<file path="config.mk">
export PLATFORM = sky130hd
export DESIGN_NAME = ssd_shared_decode
export DESIGN_NICKNAME = d
export VERILOG_FILES = /design/src/ssd_pkg.sv /design/src/ssd_sync2.sv /design/src/ssd_sfr_pair.sv /design/src/ssd_shared_decode.sv
export SDC_FILE = /design/constraint.sdc
export NUM_CORES = 1
export LEC_CHECK = 0
export ABC_AREA = 1
export CAP_MARGIN = 0
export CORE_MARGIN = 2
export CORE_UTILIZATION = 69
export DETAILED_ROUTE_END_ITERATION = 12
export DONT_BUFFER_PORTS = 1
export HOLD_SLACK_MARGIN = 0.02
export PLACE_DENSITY = 0.93
export REMOVE_ABC_BUFFERS = 1
export SYNTH_ARGS = -nofsm -noshare
export SYNTH_HDL_FRONTEND = slang
export SYNTH_HIERARCHICAL = 1
export SYNTH_SLANG_ARGS = --single-unit
</file>
<file path="constraint.sdc">
create_clock -name aclk -period 3.88 [get_ports aclk]
set_clock_uncertainty 0.1 [all_clocks]
set_input_delay 0.582 -clock aclk [delete_from_list [all_inputs] [get_ports aclk]]
set_output_delay 0.582 -clock aclk [all_outputs]
set_load 0.02 [all_outputs]
</file>
<file path="src/ssd_pkg.sv">
// Shared SFR address decode: constants and types
package ssd_pkg;

    // Bus geometry
    localparam int ADDR_W = 14;
    localparam int IDX_W = 12;

    // Register indices; byte address is four times the index
    localparam logic [11:0] IDX_WATCHDOG_CONTROL = 12'hfc0;
    localparam logic [11:0] IDX_SERIAL_SLAVE_ADDRESS = 12'hfc8;
    localparam logic [11:0] IDX_PORT_PAIR_HIGH = 12'hf69;
    localparam logic [11:0] IDX_PORT_PAIR_LOW = 12'hf68;

    // Shared addresses: default / alternate pairs
    localparam int NUM_SHARED = 9;
    localparam logic [11:0] SHARED_IDX [0:8] = '{
        12'hf77,  // timer4_period / comparator_reference_control
        12'hfc1,  // converter_control_1 / analog_select_low
        12'hfc2,  // converter_control_0 / analog_select_high
        12'hfcb,  // timer2_period / external_memory_config
        12'hfcc,  // timer2_count / pad_config
        12'hfcd,  // timer1_control / open_drain_control_3
        12'hfce,  // timer1_count_low / open_drain_control_2
        12'hfcf,  // timer1_count_high / open_drain_control_1
        12'hfd3   // oscillator_control / reference_clock_out_control
    };
    localparam int EXT_MEM_SLOT = 3;

    // Watchdog control field positions
    localparam int BIT_REGULATOR_LP = 7;
    localparam int BIT_LOW_VOLTAGE = 6;
    localparam int BIT_SHARED_SELECT = 4;
    localparam int BIT_SOFT_WATCHDOG = 0;

    // Values after reset
    localparam logic [7:0] SFR_RESET = 8'h00;
    localparam logic [7:0] PAIR_RESET = 8'h00;

    // Answer codes
    localparam logic [1:0] RESP_OKAY = 2'h0;
    localparam logic [1:0] RESP_SLVERR = 2'h2;

    typedef struct packed {
        logic regulator_low_power_en;
        logic shared_addr_select;
        logic soft_watchdog_en;
    } ssd_wdt_type;

    typedef struct packed {
        logic en;
        logic [11:0] idx;
        logic [7:0] data;
    } ssd_access_type;

endpackage : ssd_pkg

</file>
<file path="src/ssd_sync2.sv">
// Two-stage synchroniser for asynchronous level inputs
`timescale 1ns/1ps
`default_nettype none
module ssd_sync2 #(
    parameter int WIDTH = 1
) (
    input wire logic aclk,                // Core clock
    input wire logic aresetn,             // Sync reset, active low
    input wire logic [WIDTH-1:0] async_in, // Level from outside the domain
    output logic [WIDTH-1:0] sync_out     // Level safe to read
);
    logic [WIDTH-1:0] meta_reg;

    // First stage feeds the second and nothing else
    always_ff @(posedge aclk) begin
        if (!aresetn) begin
            meta_reg <= '0;
            sync_out <= '0;
        end else begin
            meta_reg <= async_in;
            sync_out <= meta_reg;
        end
    end
endmodule : ssd_sync2
`default_nettype wire

</file>
<file path="src/ssd_sfr_pair.sv">
// Two hardware registers behind one address, steered by a select
`timescale 1ns/1ps
`default_nettype none
module ssd_sfr_pair #(
    parameter logic [7:0] RESET_VALUE = 8'h00,
    parameter bit HAS_ALT = 1'b1
) (
    input wire logic aclk,        // Core clock
    input wire logic aresetn,     // Sync reset, active low
    input wire logic alt_sel,     // High: alternate register
    input wire logic wr_en,       // Write strobe for this address
    input wire logic [7:0] wdata, // Write byte
    output logic [7:0] rdata,     // Byte of the selected register
    output logic [7:0] default_q, // Default register contents
    output logic [7:0] alt_q      // Alternate register contents
);
    always_ff @(posedge aclk) begin
        if (!aresetn) begin
            default_q <= RESET_VALUE;
        end else if (wr_en && !alt_sel) begin
            default_q <= wdata;
        end
    end

    generate
        if (HAS_ALT) begin : g_alt
            always_ff @(posedge aclk) begin
                if (!aresetn) begin
                    alt_q <= RESET_VALUE;
                end else if (wr_en && alt_sel) begin
                    alt_q <= wdata;
                end
            end
        end else begin : g_no_alt
            // Absent register: reads zero, writes dropped
            assign alt_q = 8'h00;
        end
    endgenerate

    assign rdata = alt_sel ? alt_q : default_q;
endmodule : ssd_sfr_pair
`default_nettype wire

</file>
<file path="src/ssd_shared_decode.sv">
// Shared SFR address decode with watchdog control, AXI4-Lite slave
//
// Contract
// - Select bit 4 writable, clears at reset
// - Select zero: shared address hits default
// - Select one: shared address hits alternate
// - Memory config exists only on large variant
// - Context pairs ignore the select bit
// - Serial mode picks slave address or mask
// - Port address/output pair: one physical set
// - Bit 6 shows core voltage, read-only
// - Bits 5 and 3..1 read zero
// - Soft watchdog enable bit 0, clears
// - Regulator low-power bit 7, clears
//
// The implementer's own choice: the AXI4-Lite interface to the registers.
`timescale 1ns/1ps
`default_nettype none
module ssd_shared_decode #(
    parameter bit EXT_MEM_PRESENT = 1'b1
) (
    input wire logic aclk,                             // Core clock, 50 MHz
    input wire logic aresetn,                          // Sync reset, active low
    input wire logic [ssd_pkg::ADDR_W-1:0] s_axi_awaddr, // Write address
    input wire logic s_axi_awvalid,                    // Write address valid
    output logic s_axi_awready,                        // Write address ready
    input wire logic [31:0] s_axi_wdata,               // Write data
    input wire logic [3:0] s_axi_wstrb,                // Write strobes
    input wire logic s_axi_wvalid,                     // Write data valid
    output logic s_axi_wready,                         // Write data ready
    output logic [1:0] s_axi_bresp,                    // Write response
    output logic s_axi_bvalid,                         // Write response valid
    input wire logic s_axi_bready,                     // Write response ready
    input wire logic [ssd_pkg::ADDR_W-1:0] s_axi_araddr, // Read address
    input wire logic s_axi_arvalid,                    // Read address valid
    output logic s_axi_arready,                        // Read address ready
    output logic [31:0] s_axi_rdata,                   // Read data
    output logic [1:0] s_axi_rresp,                    // Read response
    output logic s_axi_rvalid,                         // Read data valid
    input wire logic s_axi_rready,                     // Read data ready
    input wire logic core_voltage_ok,                  // Async: core supply above threshold
    input wire logic serial_mask_mode,                 // Serial module in mask mode
    input wire logic parallel_slave_mode,              // Parallel port in slave mode
    output logic regulator_low_power_en,               // Regulator low-power enable
    output logic soft_watchdog_en,                     // Software watchdog enable
    output logic shared_addr_select,                   // Alternate registers selected
    output logic [7:0] serial_slave_address,           // Serial slave address
    output logic [7:0] serial_address_mask,            // Serial address mask
    output logic [15:0] parallel_port_word             // Port address or output data
);

    ////////////////////////////////////////////////////////////////////////
    // Write channel capture

    logic aw_have_reg;
    logic w_have_reg;
    logic [11:0] aw_idx_reg;
    logic [7:0] w_byte_reg;
    logic w_lane_reg;
    ssd_pkg::ssd_access_type wr_acc;
    logic wr_hit;

    assign wr_acc.en = aw_have_reg && w_have_reg && !s_axi_bvalid && w_lane_reg;
    assign wr_acc.idx = aw_idx_reg;
    assign wr_acc.data = w_byte_reg;

    always_ff @(posedge aclk) begin
        if (!aresetn) begin
            aw_have_reg <= 1'b0;
            aw_idx_reg <= 12'h000;
        end else if (s_axi_awvalid && s_axi_awready) begin
            aw_have_reg <= 1'b1;
            aw_idx_reg <= s_axi_awaddr[ssd_pkg::ADDR_W-1:2];
        end else if (aw_have_reg && w_have_reg && !s_axi_bvalid) begin
            aw_have_reg <= 1'b0;
        end
    end

    always_ff @(posedge aclk) begin
        if (!aresetn) begin
            w_have_reg <= 1'b0;
            w_byte_reg <= 8'h00;
            w_lane_reg <= 1'b0;
        end else if (s_axi_wvalid && s_axi_wready) begin
            w_have_reg <= 1'b1;
            w_byte_reg <= s_axi_wdata[7:0];
            w_lane_reg <= s_axi_wstrb[0];
        end else if (aw_have_reg && w_have_reg && !s_axi_bvalid) begin
            w_have_reg <= 1'b0;
        end
    end

    // One write in flight; the channels are taken in either order
    always_ff @(posedge aclk) begin
        if (!aresetn) begin
            s_axi_awready <= 1'b0;
            s_axi_wready <= 1'b0;
        end else begin
            s_axi_awready <= !aw_have_reg && !(s_axi_awvalid && s_axi_awready) && !s_axi_bvalid;
            s_axi_wready <= !w_have_reg && !(s_axi_wvalid && s_axi_wready) && !s_axi_bvalid;
        end
    end

    always_ff @(posedge aclk) begin
        if (!aresetn) begin
            s_axi_bvalid <= 1'b0;
            s_axi_bresp <= ssd_pkg::RESP_OKAY;
        end else if (aw_have_reg && w_have_reg && !s_axi_bvalid) begin
            s_axi_bvalid <= 1'b1;
            s_axi_bresp <= wr_hit ? ssd_pkg::RESP_OKAY : ssd_pkg::RESP_SLVERR;
        end else if (s_axi_bready) begin
            s_axi_bvalid <= 1'b0;
        end
    end

    ////////////////////////////////////////////////////////////////////////
    // Watchdog control register

    ssd_pkg::ssd_wdt_type wdt_reg;
    logic wdt_wr;
    logic low_voltage_status;

    assign wdt_wr = wr_acc.en && wr_acc.idx == ssd_pkg::IDX_WATCHDOG_CONTROL;

    // Unimplemented bits are simply not stored
    always_ff @(posedge aclk) begin
        if (!aresetn) begin
            wdt_reg <= '0;
        end else if (wdt_wr) begin
            wdt_reg.regulator_low_power_en <= wr_acc.data[ssd_pkg::BIT_REGULATOR_LP];
            wdt_reg.shared_addr_select <= wr_acc.data[ssd_pkg::BIT_SHARED_SELECT];
            wdt_reg.soft_watchdog_en <= wr_acc.data[ssd_pkg::BIT_SOFT_WATCHDOG];
        end
    end

    assign regulator_low_power_en = wdt_reg.regulator_low_power_en;
    assign soft_watchdog_en = wdt_reg.soft_watchdog_en;
    assign shared_addr_select = wdt_reg.shared_addr_select;

    // Supply comparator is analog and asynchronous
    ssd_sync2 #(.WIDTH(1)) u_lvd_sync (
        .aclk(aclk),
        .aresetn(aresetn),
        .async_in(core_voltage_ok),
        .sync_out(low_voltage_status)
    );

    ////////////////////////////////////////////////////////////////////////
    // Shared address pairs

    logic [7:0] pair_rdata [0:ssd_pkg::NUM_SHARED-1];
    logic [7:0] pair_def [0:ssd_pkg::NUM_SHARED-1];
    logic [7:0] pair_alt [0:ssd_pkg::NUM_SHARED-1];
    logic [ssd_pkg::NUM_SHARED-1:0] pair_wr;

    generate
        for (genvar i = 0; i < ssd_pkg::NUM_SHARED; i++) begin : g_pair
            // Steering uses the stored select, so a new value governs the next access
            assign pair_wr[i] = wr_acc.en && wr_acc.idx == ssd_pkg::SHARED_IDX[i];
            ssd_sfr_pair #(
                .RESET_VALUE(ssd_pkg::PAIR_RESET),
                .HAS_ALT((i == ssd_pkg::EXT_MEM_SLOT) ? EXT_MEM_PRESENT : 1'b1)
            ) u_pair (
                .aclk(aclk),
                .aresetn(aresetn),
                .alt_sel(wdt_reg.shared_addr_select),
                .wr_en(pair_wr[i]),
                .wdata(wr_acc.data),
                .rdata(pair_rdata[i]),
                .default_q(pair_def[i]),
                .alt_q(pair_alt[i])
            );
        end
    endgenerate

    ////////////////////////////////////////////////////////////////////////
    // Context-defined registers

    logic ctx_serial_wr;
    logic port_high_wr;
    logic port_low_wr;

    assign ctx_serial_wr = wr_acc.en && wr_acc.idx == ssd_pkg::IDX_SERIAL_SLAVE_ADDRESS;
    assign port_high_wr = wr_acc.en && wr_acc.idx == ssd_pkg::IDX_PORT_PAIR_HIGH;
    assign port_low_wr = wr_acc.en && wr_acc.idx == ssd_pkg::IDX_PORT_PAIR_LOW;

    // Two registers, one address; select bit plays no part
    always_ff @(posedge aclk) begin
        if (!aresetn) begin
            serial_slave_address <= ssd_pkg::SFR_RESET;
            serial_address_mask <= ssd_pkg::SFR_RESET;
        end else if (ctx_serial_wr) begin
            if (serial_mask_mode) begin
                serial_address_mask <= wr_acc.data;
            end else begin
                serial_slave_address <= wr_acc.data;
            end
        end
    end

    // One physical pair; mode only changes what the port does with it
    always_ff @(posedge aclk) begin
        if (!aresetn) begin
            parallel_port_word <= {ssd_pkg::SFR_RESET, ssd_pkg::SFR_RESET};
        end else begin
            if (port_high_wr) begin
                parallel_port_word[15:8] <= wr_acc.data;
            end
            if (port_low_wr) begin
                parallel_port_word[7:0] <= wr_acc.data;
            end
        end
    end

    ////////////////////////////////////////////////////////////////////////
    // Decode hit for writes and read mux

    logic [11:0] ar_idx;
    logic rd_hit;
    logic [7:0] rd_byte;

    assign ar_idx = s_axi_araddr[ssd_pkg::ADDR_W-1:2];

    always_comb begin
        wr_hit = 1'b0;
        for (int i = 0; i < ssd_pkg::NUM_SHARED; i++) begin
            if (aw_idx_reg == ssd_pkg::SHARED_IDX[i]) begin
                wr_hit = 1'b1;
            end
        end
        if (aw_idx_reg == ssd_pkg::IDX_WATCHDOG_CONTROL || aw_idx_reg == ssd_pkg::IDX_SERIAL_SLAVE_ADDRESS ||
            aw_idx_reg == ssd_pkg::IDX_PORT_PAIR_HIGH || aw_idx_reg == ssd_pkg::IDX_PORT_PAIR_LOW) begin
            wr_hit = 1'b1;
        end
    end

    always_comb begin
        rd_hit = 1'b0;
        rd_byte = 8'h00;
        for (int i = 0; i < ssd_pkg::NUM_SHARED; i++) begin
            if (ar_idx == ssd_pkg::SHARED_IDX[i]) begin
                rd_hit = 1'b1;
                rd_byte = pair_rdata[i];
            end
        end
        unique case (ar_idx)
            ssd_pkg::IDX_WATCHDOG_CONTROL: begin
                rd_hit = 1'b1;
                rd_byte = {wdt_reg.regulator_low_power_en, low_voltage_status, 1'b0,
                           wdt_reg.shared_addr_select, 3'h0, wdt_reg.soft_watchdog_en};
            end
            ssd_pkg::IDX_SERIAL_SLAVE_ADDRESS: begin
                rd_hit = 1'b1;
                rd_byte = serial_mask_mode ? serial_address_mask : serial_slave_address;
            end
            ssd_pkg::IDX_PORT_PAIR_HIGH: begin
                rd_hit = 1'b1;
                rd_byte = parallel_port_word[15:8];
            end
            ssd_pkg::IDX_PORT_PAIR_LOW: begin
                rd_hit = 1'b1;
                rd_byte = parallel_port_word[7:0];
            end
            default: begin
            end
        endcase
    end

    ////////////////////////////////////////////////////////////////////////
    // Read channel

    logic [11:0] rd_idx_reg;

    always_ff @(posedge aclk) begin
        if (!aresetn) begin
            s_axi_arready <= 1'b0;
        end else begin
            s_axi_arready <= !s_axi_rvalid && !(s_axi_arvalid && s_axi_arready);
        end
    end

    always_ff @(posedge aclk) begin
        if (!aresetn) begin
            s_axi_rvalid <= 1'b0;
            s_axi_rdata <= 32'h0000_0000;
            s_axi_rresp <= ssd_pkg::RESP_OKAY;
            rd_idx_reg <= 12'h000;
        end else if (s_axi_arvalid && s_axi_arready) begin
            s_axi_rvalid <= 1'b1;
            s_axi_rdata <= {24'h00_0000, rd_byte};
            s_axi_rresp <= rd_hit ? ssd_pkg::RESP_OKAY : ssd_pkg::RESP_SLVERR;
            rd_idx_reg <= ar_idx;
        end else if (s_axi_rready) begin
            s_axi_rvalid <= 1'b0;
        end
    end

    ////////////////////////////////////////////////////////////////////////
    // Checks

    property p_select_reset;
        @(posedge aclk) !aresetn |=> !shared_addr_select && !soft_watchdog_en && !regulator_low_power_en;
    endproperty
    a_select_reset: assert property (p_select_reset) else $error("watchdog control not cleared by reset");

    property p_default_only;
        @(posedge aclk) disable iff (!aresetn)
            (pair_wr[0] && !shared_addr_select) |=> pair_alt[0] == $past(pair_alt[0]) &&
                pair_def[0] == $past(wr_acc.data);
    endproperty
    a_default_only: assert property (p_default_only) else $error("default write leaked to alternate");

    property p_alt_only;
        @(posedge aclk) disable iff (!aresetn)
            (pair_wr[8] && shared_addr_select) |=> pair_def[8] == $past(pair_def[8]) &&
                pair_alt[8] == $past(wr_acc.data);
    endproperty
    a_alt_only: assert property (p_alt_only) else $error("alternate write leaked to default");

    property p_no_ext_mem;
        @(posedge aclk) disable iff (!aresetn)
            !EXT_MEM_PRESENT |-> pair_alt[ssd_pkg::EXT_MEM_SLOT] == 8'h00;
    endproperty
    a_no_ext_mem: assert property (p_no_ext_mem) else $error("memory config present on small variant");

    property p_serial_mode;
        @(posedge aclk) disable iff (!aresetn)
            (ctx_serial_wr && serial_mask_mode) |=> serial_address_mask == $past(wr_acc.data) &&
                $stable(serial_slave_address);
    endproperty
    a_serial_mode: assert property (p_serial_mode) else $error("mask write went astray");

    property p_port_pair;
        @(posedge aclk) disable iff (!aresetn)
            port_low_wr |=> parallel_port_word[7:0] == $past(wr_acc.data) && $stable(parallel_port_word[15:8]);
    endproperty
    a_port_pair: assert property (p_port_pair) else $error("port pair write lost");

    property p_wdt_readback;
        @(posedge aclk) disable iff (!aresetn)
            (s_axi_rvalid && rd_idx_reg == ssd_pkg::IDX_WATCHDOG_CONTROL) |->
                s_axi_rdata[5] == 1'b0 && s_axi_rdata[3:1] == 3'h0 && s_axi_rdata[31:8] == 24'h00_0000;
    endproperty
    a_wdt_readback: assert property (p_wdt_readback) else $error("unimplemented bits read nonzero");

    property p_lvd_follow;
        @(posedge aclk) disable iff (!aresetn)
            (s_axi_arvalid && s_axi_arready && ar_idx == ssd_pkg::IDX_WATCHDOG_CONTROL) |=>
                s_axi_rdata[ssd_pkg::BIT_LOW_VOLTAGE] == $past(low_voltage_status);
    endproperty
    a_lvd_follow: assert property (p_lvd_follow) else $error("voltage status bit wrong");

    property p_wdt_write;
        @(posedge aclk) disable iff (!aresetn)
            wdt_wr |=> soft_watchdog_en == $past(wr_acc.data[0]) && regulator_low_power_en == $past(wr_acc.data[7]);
    endproperty
    a_wdt_write: assert property (p_wdt_write) else $error("watchdog control write lost");

    property p_select_now;
        @(posedge aclk) disable iff (!aresetn)
            wdt_wr |=> shared_addr_select == $past(wr_acc.data[ssd_pkg::BIT_SHARED_SELECT]);
    endproperty
    a_select_now: assert property (p_select_now) else $error("select change delayed");

    property p_write_answer;
        @(posedge aclk) disable iff (!aresetn)
            (aw_have_reg && w_have_reg && !s_axi_bvalid) |=> s_axi_bvalid ##0 (!aw_have_reg && !w_have_reg);
    endproperty
    a_write_answer: assert property (p_write_answer) else $error("write response late");

endmodule : ssd_shared_decode
`default_nettype wire

</file>
---- Yosys cells after proc, flatten, opt, wreduce, memory -nomap -nowiden ----
Index checks and enable logic that the tools add are counted.
storage, ports and cells
  logic and storage cells ................. 176
  flip-flop bits (word level) ............. 221
cells by class
  reduce and logical (&&, ||, !) cells .... 60
  bitwise gates (word level) .............. 1
  mux-type cells .......................... 49
  equal/unequal tests ..................... 26
operators with widths
  kind                  number
  $eq 12x12->1 const B  26
  $mux 8                19
  $logic_and 1x1->1     42
  $pmux 8 s4            1
  $mux 1                27
  $logic_not 1->1       8
  $reduce_bool 2->1     4
  $mux 2                2
  $reduce_and 2->1      2
  $reduce_or 4->1       1
  $logic_or 1x1->1      3
  $not 1->1             1

---- Longest topological paths before layout ----
  depth in word-level cells ............... 12
  depth in mapped cells ................... 17
  depth with buffers taken out ............ 15

---- Modules after synthesis ----
Netlist, hierarchy kept.
modules (own cells, without submodules)
  module             area each (µm²)  instances  seq. area each (µm²)  cells an instance
  ssd_sfr_pair       770.7            9          320.3                 114
  ssd_shared_decode  4,376.7          1          1,461.4               672
  ssd_sync2          55.1             1          40.0                  6

---- Worst setup path before layout ----
No wires, ideal clock.
  kind .................................... register -> register
  from .................................... reg, netlist name shared_addr_select
  to ...................................... reg s_axi_rdata[5]
  cell stages (with the launch flop) ...... 18
  data required time ...................... 3,668 ps
  path buffers ............................ 2
  setup slack ............................. 1,932 ps
  period minus slack after synthesis ...... 1,948 ps
  arrival ................................. 1,735 ps
  cells stage by stage .................... dfxtp_1 -> buf_6 -> inv_4 -> buf_6 -> nand2_1 -> nand2_1 -> inv_1 -> nor2_1 -> nor2_1 -> nand2_1 -> nand2_1 -> nand2_1 -> nand2_1 -> nand2_1 -> nand2_1 -> nand2_1 -> nand2_1 -> nand2_1
RTL lines
  element               RTL line                  text
  to (signal assigned)  ssd_shared_decode.sv:290  s_axi_rdata <= {24'h00_0000, rd_byte};
  to (decl)             ssd_shared_decode.sv:37   output logic [31:0] s_axi_rdata,

---- Worst setup path after layout ----
  from .................................... reg s_axi_bvalid
  to ...................................... reg g_pair[2].u_pair.alt_q[4]
between the ends
  cells in the longest elaborated chain, start to end .. 5
ends and longest elaborated chain
  element                          RTL line                  text
  from (decl)                      ssd_shared_decode.sv:32   output logic s_axi_bvalid,
  from (signal assigned)           ssd_shared_decode.sv:106  s_axi_bvalid <= 1'b0;
  from (signal assigned)           ssd_shared_decode.sv:109  s_axi_bvalid <= 1'b1;
  from (signal assigned)           ssd_shared_decode.sv:112  s_axi_bvalid <= 1'b0;
  $logic_not 1->1                  ssd_shared_decode.sv:63   assign wr_acc.en = aw_have_reg && w_have_reg && !s_axi_bvalid && w_lane_reg;
  $logic_and 1x1->1 (2 in series)  ssd_shared_decode.sv:63
  $logic_and 1x1->1                ssd_shared_decode.sv:159  assign pair_wr[i] = wr_acc.en && wr_acc.idx == ssd_pkg::SHARED_IDX[i];
  named net pair_wr, one bit       ssd_shared_decode.sv:154  logic [ssd_pkg::NUM_SHARED-1:0] pair_wr;
  $logic_and 1x1->1                ssd_sfr_pair.sv:30        end else if (wr_en && alt_sel) begin
  to (signal assigned)             ssd_sfr_pair.sv:31        alt_q <= wdata;
  to (decl)                        ssd_sfr_pair.sv:15        output logic [7:0] alt_q
The timed path passes the listed nets, and every way through them passes these cells.
A chain may end at the register's enable or synchronous reset.

==> flow_summary_export.csv <==
group,metric,value,unit
run_status,status,"completed",
cells_and_area,drive_gt1_share,8.61,%
placement,port-buffer-count,0,
timing,layout_min_cycle_time,2.87,ns
power_and_ir_drop,swShare,23.6,%
cts,cts_buffers,23,
logic_synthesis,synth-edff-count,0,
logic_synthesis,synth_area,0.0114,mm2
placement,routabilityCongestion,0.973,
grt,grt_use_total,33.7,%
drt,drt-pass1-iter-count,5,
drt,drt_iter0_drc,1565,
cells_and_area,fill_cells,1221,
logic_synthesis,ys_ff_latch,219,
cts,cts_setup_buffers,0,
cells_and_area,reg.largest.list,"g_pair.u_pair/alt_q: 72 flops, g_pair.u_pair/default_q: 72 flops, parallel_port_word: 16 flops",
power_and_ir_drop,peakVddDrop,0.420,mV
floorplanning,rows,46,
power_and_ir_drop,p_int,3.70,mW
power_and_ir_drop,clockPowerShare,47.3,%
grt,antenna_found_initial,0,
power_and_ir_drop,pwr-share-seq,48.7,%
timing,clock.fmax,349,MHz
setup_path,reg2reg_depth,10,
timing,max-slew-margin-rel,14.0,%
drt,drc,0,
timing,holdWs,0.0502,ns
floorplanning,die_area,0.0175,mm2
cells_and_area,syn2layout_area_growth,4.64,%
grt,grt_max_degree,193,
setup_path,path_class,"reg2reg",
cts,numClockSinks,219,
timing,rsz0062_at_grt,"no",
timing,worstMarginPinSlew,1.29,ns
power_and_ir_drop,pwr-share-comb,4.0,%
cts,cts_tree,"yes",
worst_hold_path,hp-class,"in2reg",
drt,antenna_left,0,
cells_and_area,layout_common_cells,"nand2_1 (418), nor2_1 (300), dfxtp_1 (218)",
cts,h-tree-depth,1,
floorplanning,core,0.0160,mm2
drt,via_per_inst,5.78,
timing,setup_viol,0,
logic_synthesis,syn-instance-count,1704,
flow_run,drv_cap,0,
timing,slew_viol_final,0,
logic_synthesis,synth_flop_cell,"dfxtp_1",
grt,overflow,0,
floorplanning,die_height,132,um
logic_synthesis,yosysSeqAreaShare,38.6,%
cts,holdBufCountCts,0,
logic_synthesis,syn_avg_cell_area,6.67,um2
cts,cts_resized,0,
grt,grt_pass1_wl,48400,um
power_and_ir_drop,leakage,4.85,nW
setup_path,cp.required,4.19,ns
logic_synthesis,synth_cell_types,37,
cts,clockBufferDepth,3,
setup_path,critical_path_arrival,3.18,ns
placement,postPlaceCellArea,0.0111,mm2
timing,hold_viol,0,
power_and_ir_drop,cellPowerDensity,407,mW/mm2
setup_path,critPathLaunchType,"flop",
timing,tns,0,ns
setup_path,end_kind,"flop",
logic_synthesis,ys_warn_count,6,
power_and_ir_drop,p_sw,1.14,mW
drt,drt_wl_total,31000,um
drt,vias,11000,
grt,grt_pass1_vias,9641,
cts,root_buffer,"clkbuf_16",
logic_synthesis,async_reset_ff_share,0,%
cells_and_area,fin_area,0.0119,mm2
cts,clock_latency,0.53,ns
drt,wl_per_cell,16.3,um
timing,period_share,73.9,%
cts,clk_pin_slew_worst_paths,0.07,ns
worst_hold_path,holdPathStages,1,
placement,dpl.hpwl,19500,um
cells_and_area,final_common_cell,"nand2_1",
cells_and_area,diodes,0,
cells_and_area,fin_nets,1746,
floorplanning,dieWidth,132,um
floorplanning,ios,150,
floorplanning,floorplan.initialDensity,71.1,%
setup_path,cp_max_fo,8,
-- stage by stage --
stage	utilization (%)	instances	setup WS (ns)	power, mW
3_5_place_dp	69.6	1863	1.13	2.59
3_3_place_gp	69.6	1863	1.23	2.58
4_1_cts	74.4	1900	1.09	4.83
6_report	74.4	1900	1.01	4.84
5_1_grt	74.4	1900	0.809	4.95
2_1_floorplan	-	1630	-1.32	2.52
-- layer usage --
layer	track usage (%)	vias up	share of wire, %
met4	14.4	0	4.2
met1	43.6	4989	39
met5	0	-	0
met3	6.77	101	11
li1	-	5301	-
met2	54.9	583	46
-- cells by family (layout without fill, tap and decap cells) --
family,count (synthesis),after routing,synth area share [%]
flip-flops,219,219,38.6
other,1,26,0.0330
buffers and inverters,281,236,12.8
AO/OA/AOI/OAI,293,293,13.8
AND/OR/NAND/NOR,910,910,34.8
-- final timing paths --
check | endpoint | slack, ns | startpoint
setup / recovery | g_pair[2].u_pair/alt_q[4] | 1.01 | s_axi_bvalid
setup reg to reg | g_pair[2].u_pair/alt_q[4] | 1.01 | s_axi_bvalid
hold reg to reg | u_lvd_sync/sync_out | 0.31 | u_lvd_sync/meta_reg
hold / removal | s_axi_rvalid | 0.05 | s_axi_rready
-- cell usage after synthesis, drive strengths merged (3+ instances only) --
cell,count,area (um2)
a211oi,18,135
nor4,4,25.0
o22ai,3,18.8
a21oi,126,634
nand3,101,601
dfxtp,219,4380
o21ai,131,656
nor2,340,1480
nand4,21,131
inv,181,702
nand2,425,1620
buf,87,708
o221ai,4,35.0
clkbuf,12,45.0
a22oi,3,22.5
nor3,16,85.1
-- layout make-up --
cell class	instances	area (um2)	share of cell area, %
clock buffer	27	601	5.05
clock inverter	10	163	1.37
timing repair buffer	17	140	1.18
sequential	219	4390	36.9
multi-input combinational	1229	5630	47.3
inverter	182	706	5.93
tap	216	270	2.27
-- worst max-delay path: stages, from the launching register on --
cell	delay [ns]
dfxtp_1	0.40
inv_1	0.11
nand3_1	0.13
inv_1	0.15
nand2_2	0.16
inv_1	0.19
nand2_1	0.13
nor2_1	0.71
nand2_1	0.34
o21ai_0	0.25
nor2_1	0.06
-- power by group through the flow --
stage	clock network (mW)	registers (mW)	logic [mW]
after detailed placement	0	2.40	0.188
after global routing	2.37	2.36	0.221
after global placement	0	2.40	0.179
after floorplan	0	2.37	0.158
after CTS	2.29	2.35	0.192
final	2.29	2.36	0.195
Note: power is estimated with default switching activity, not from simulation.
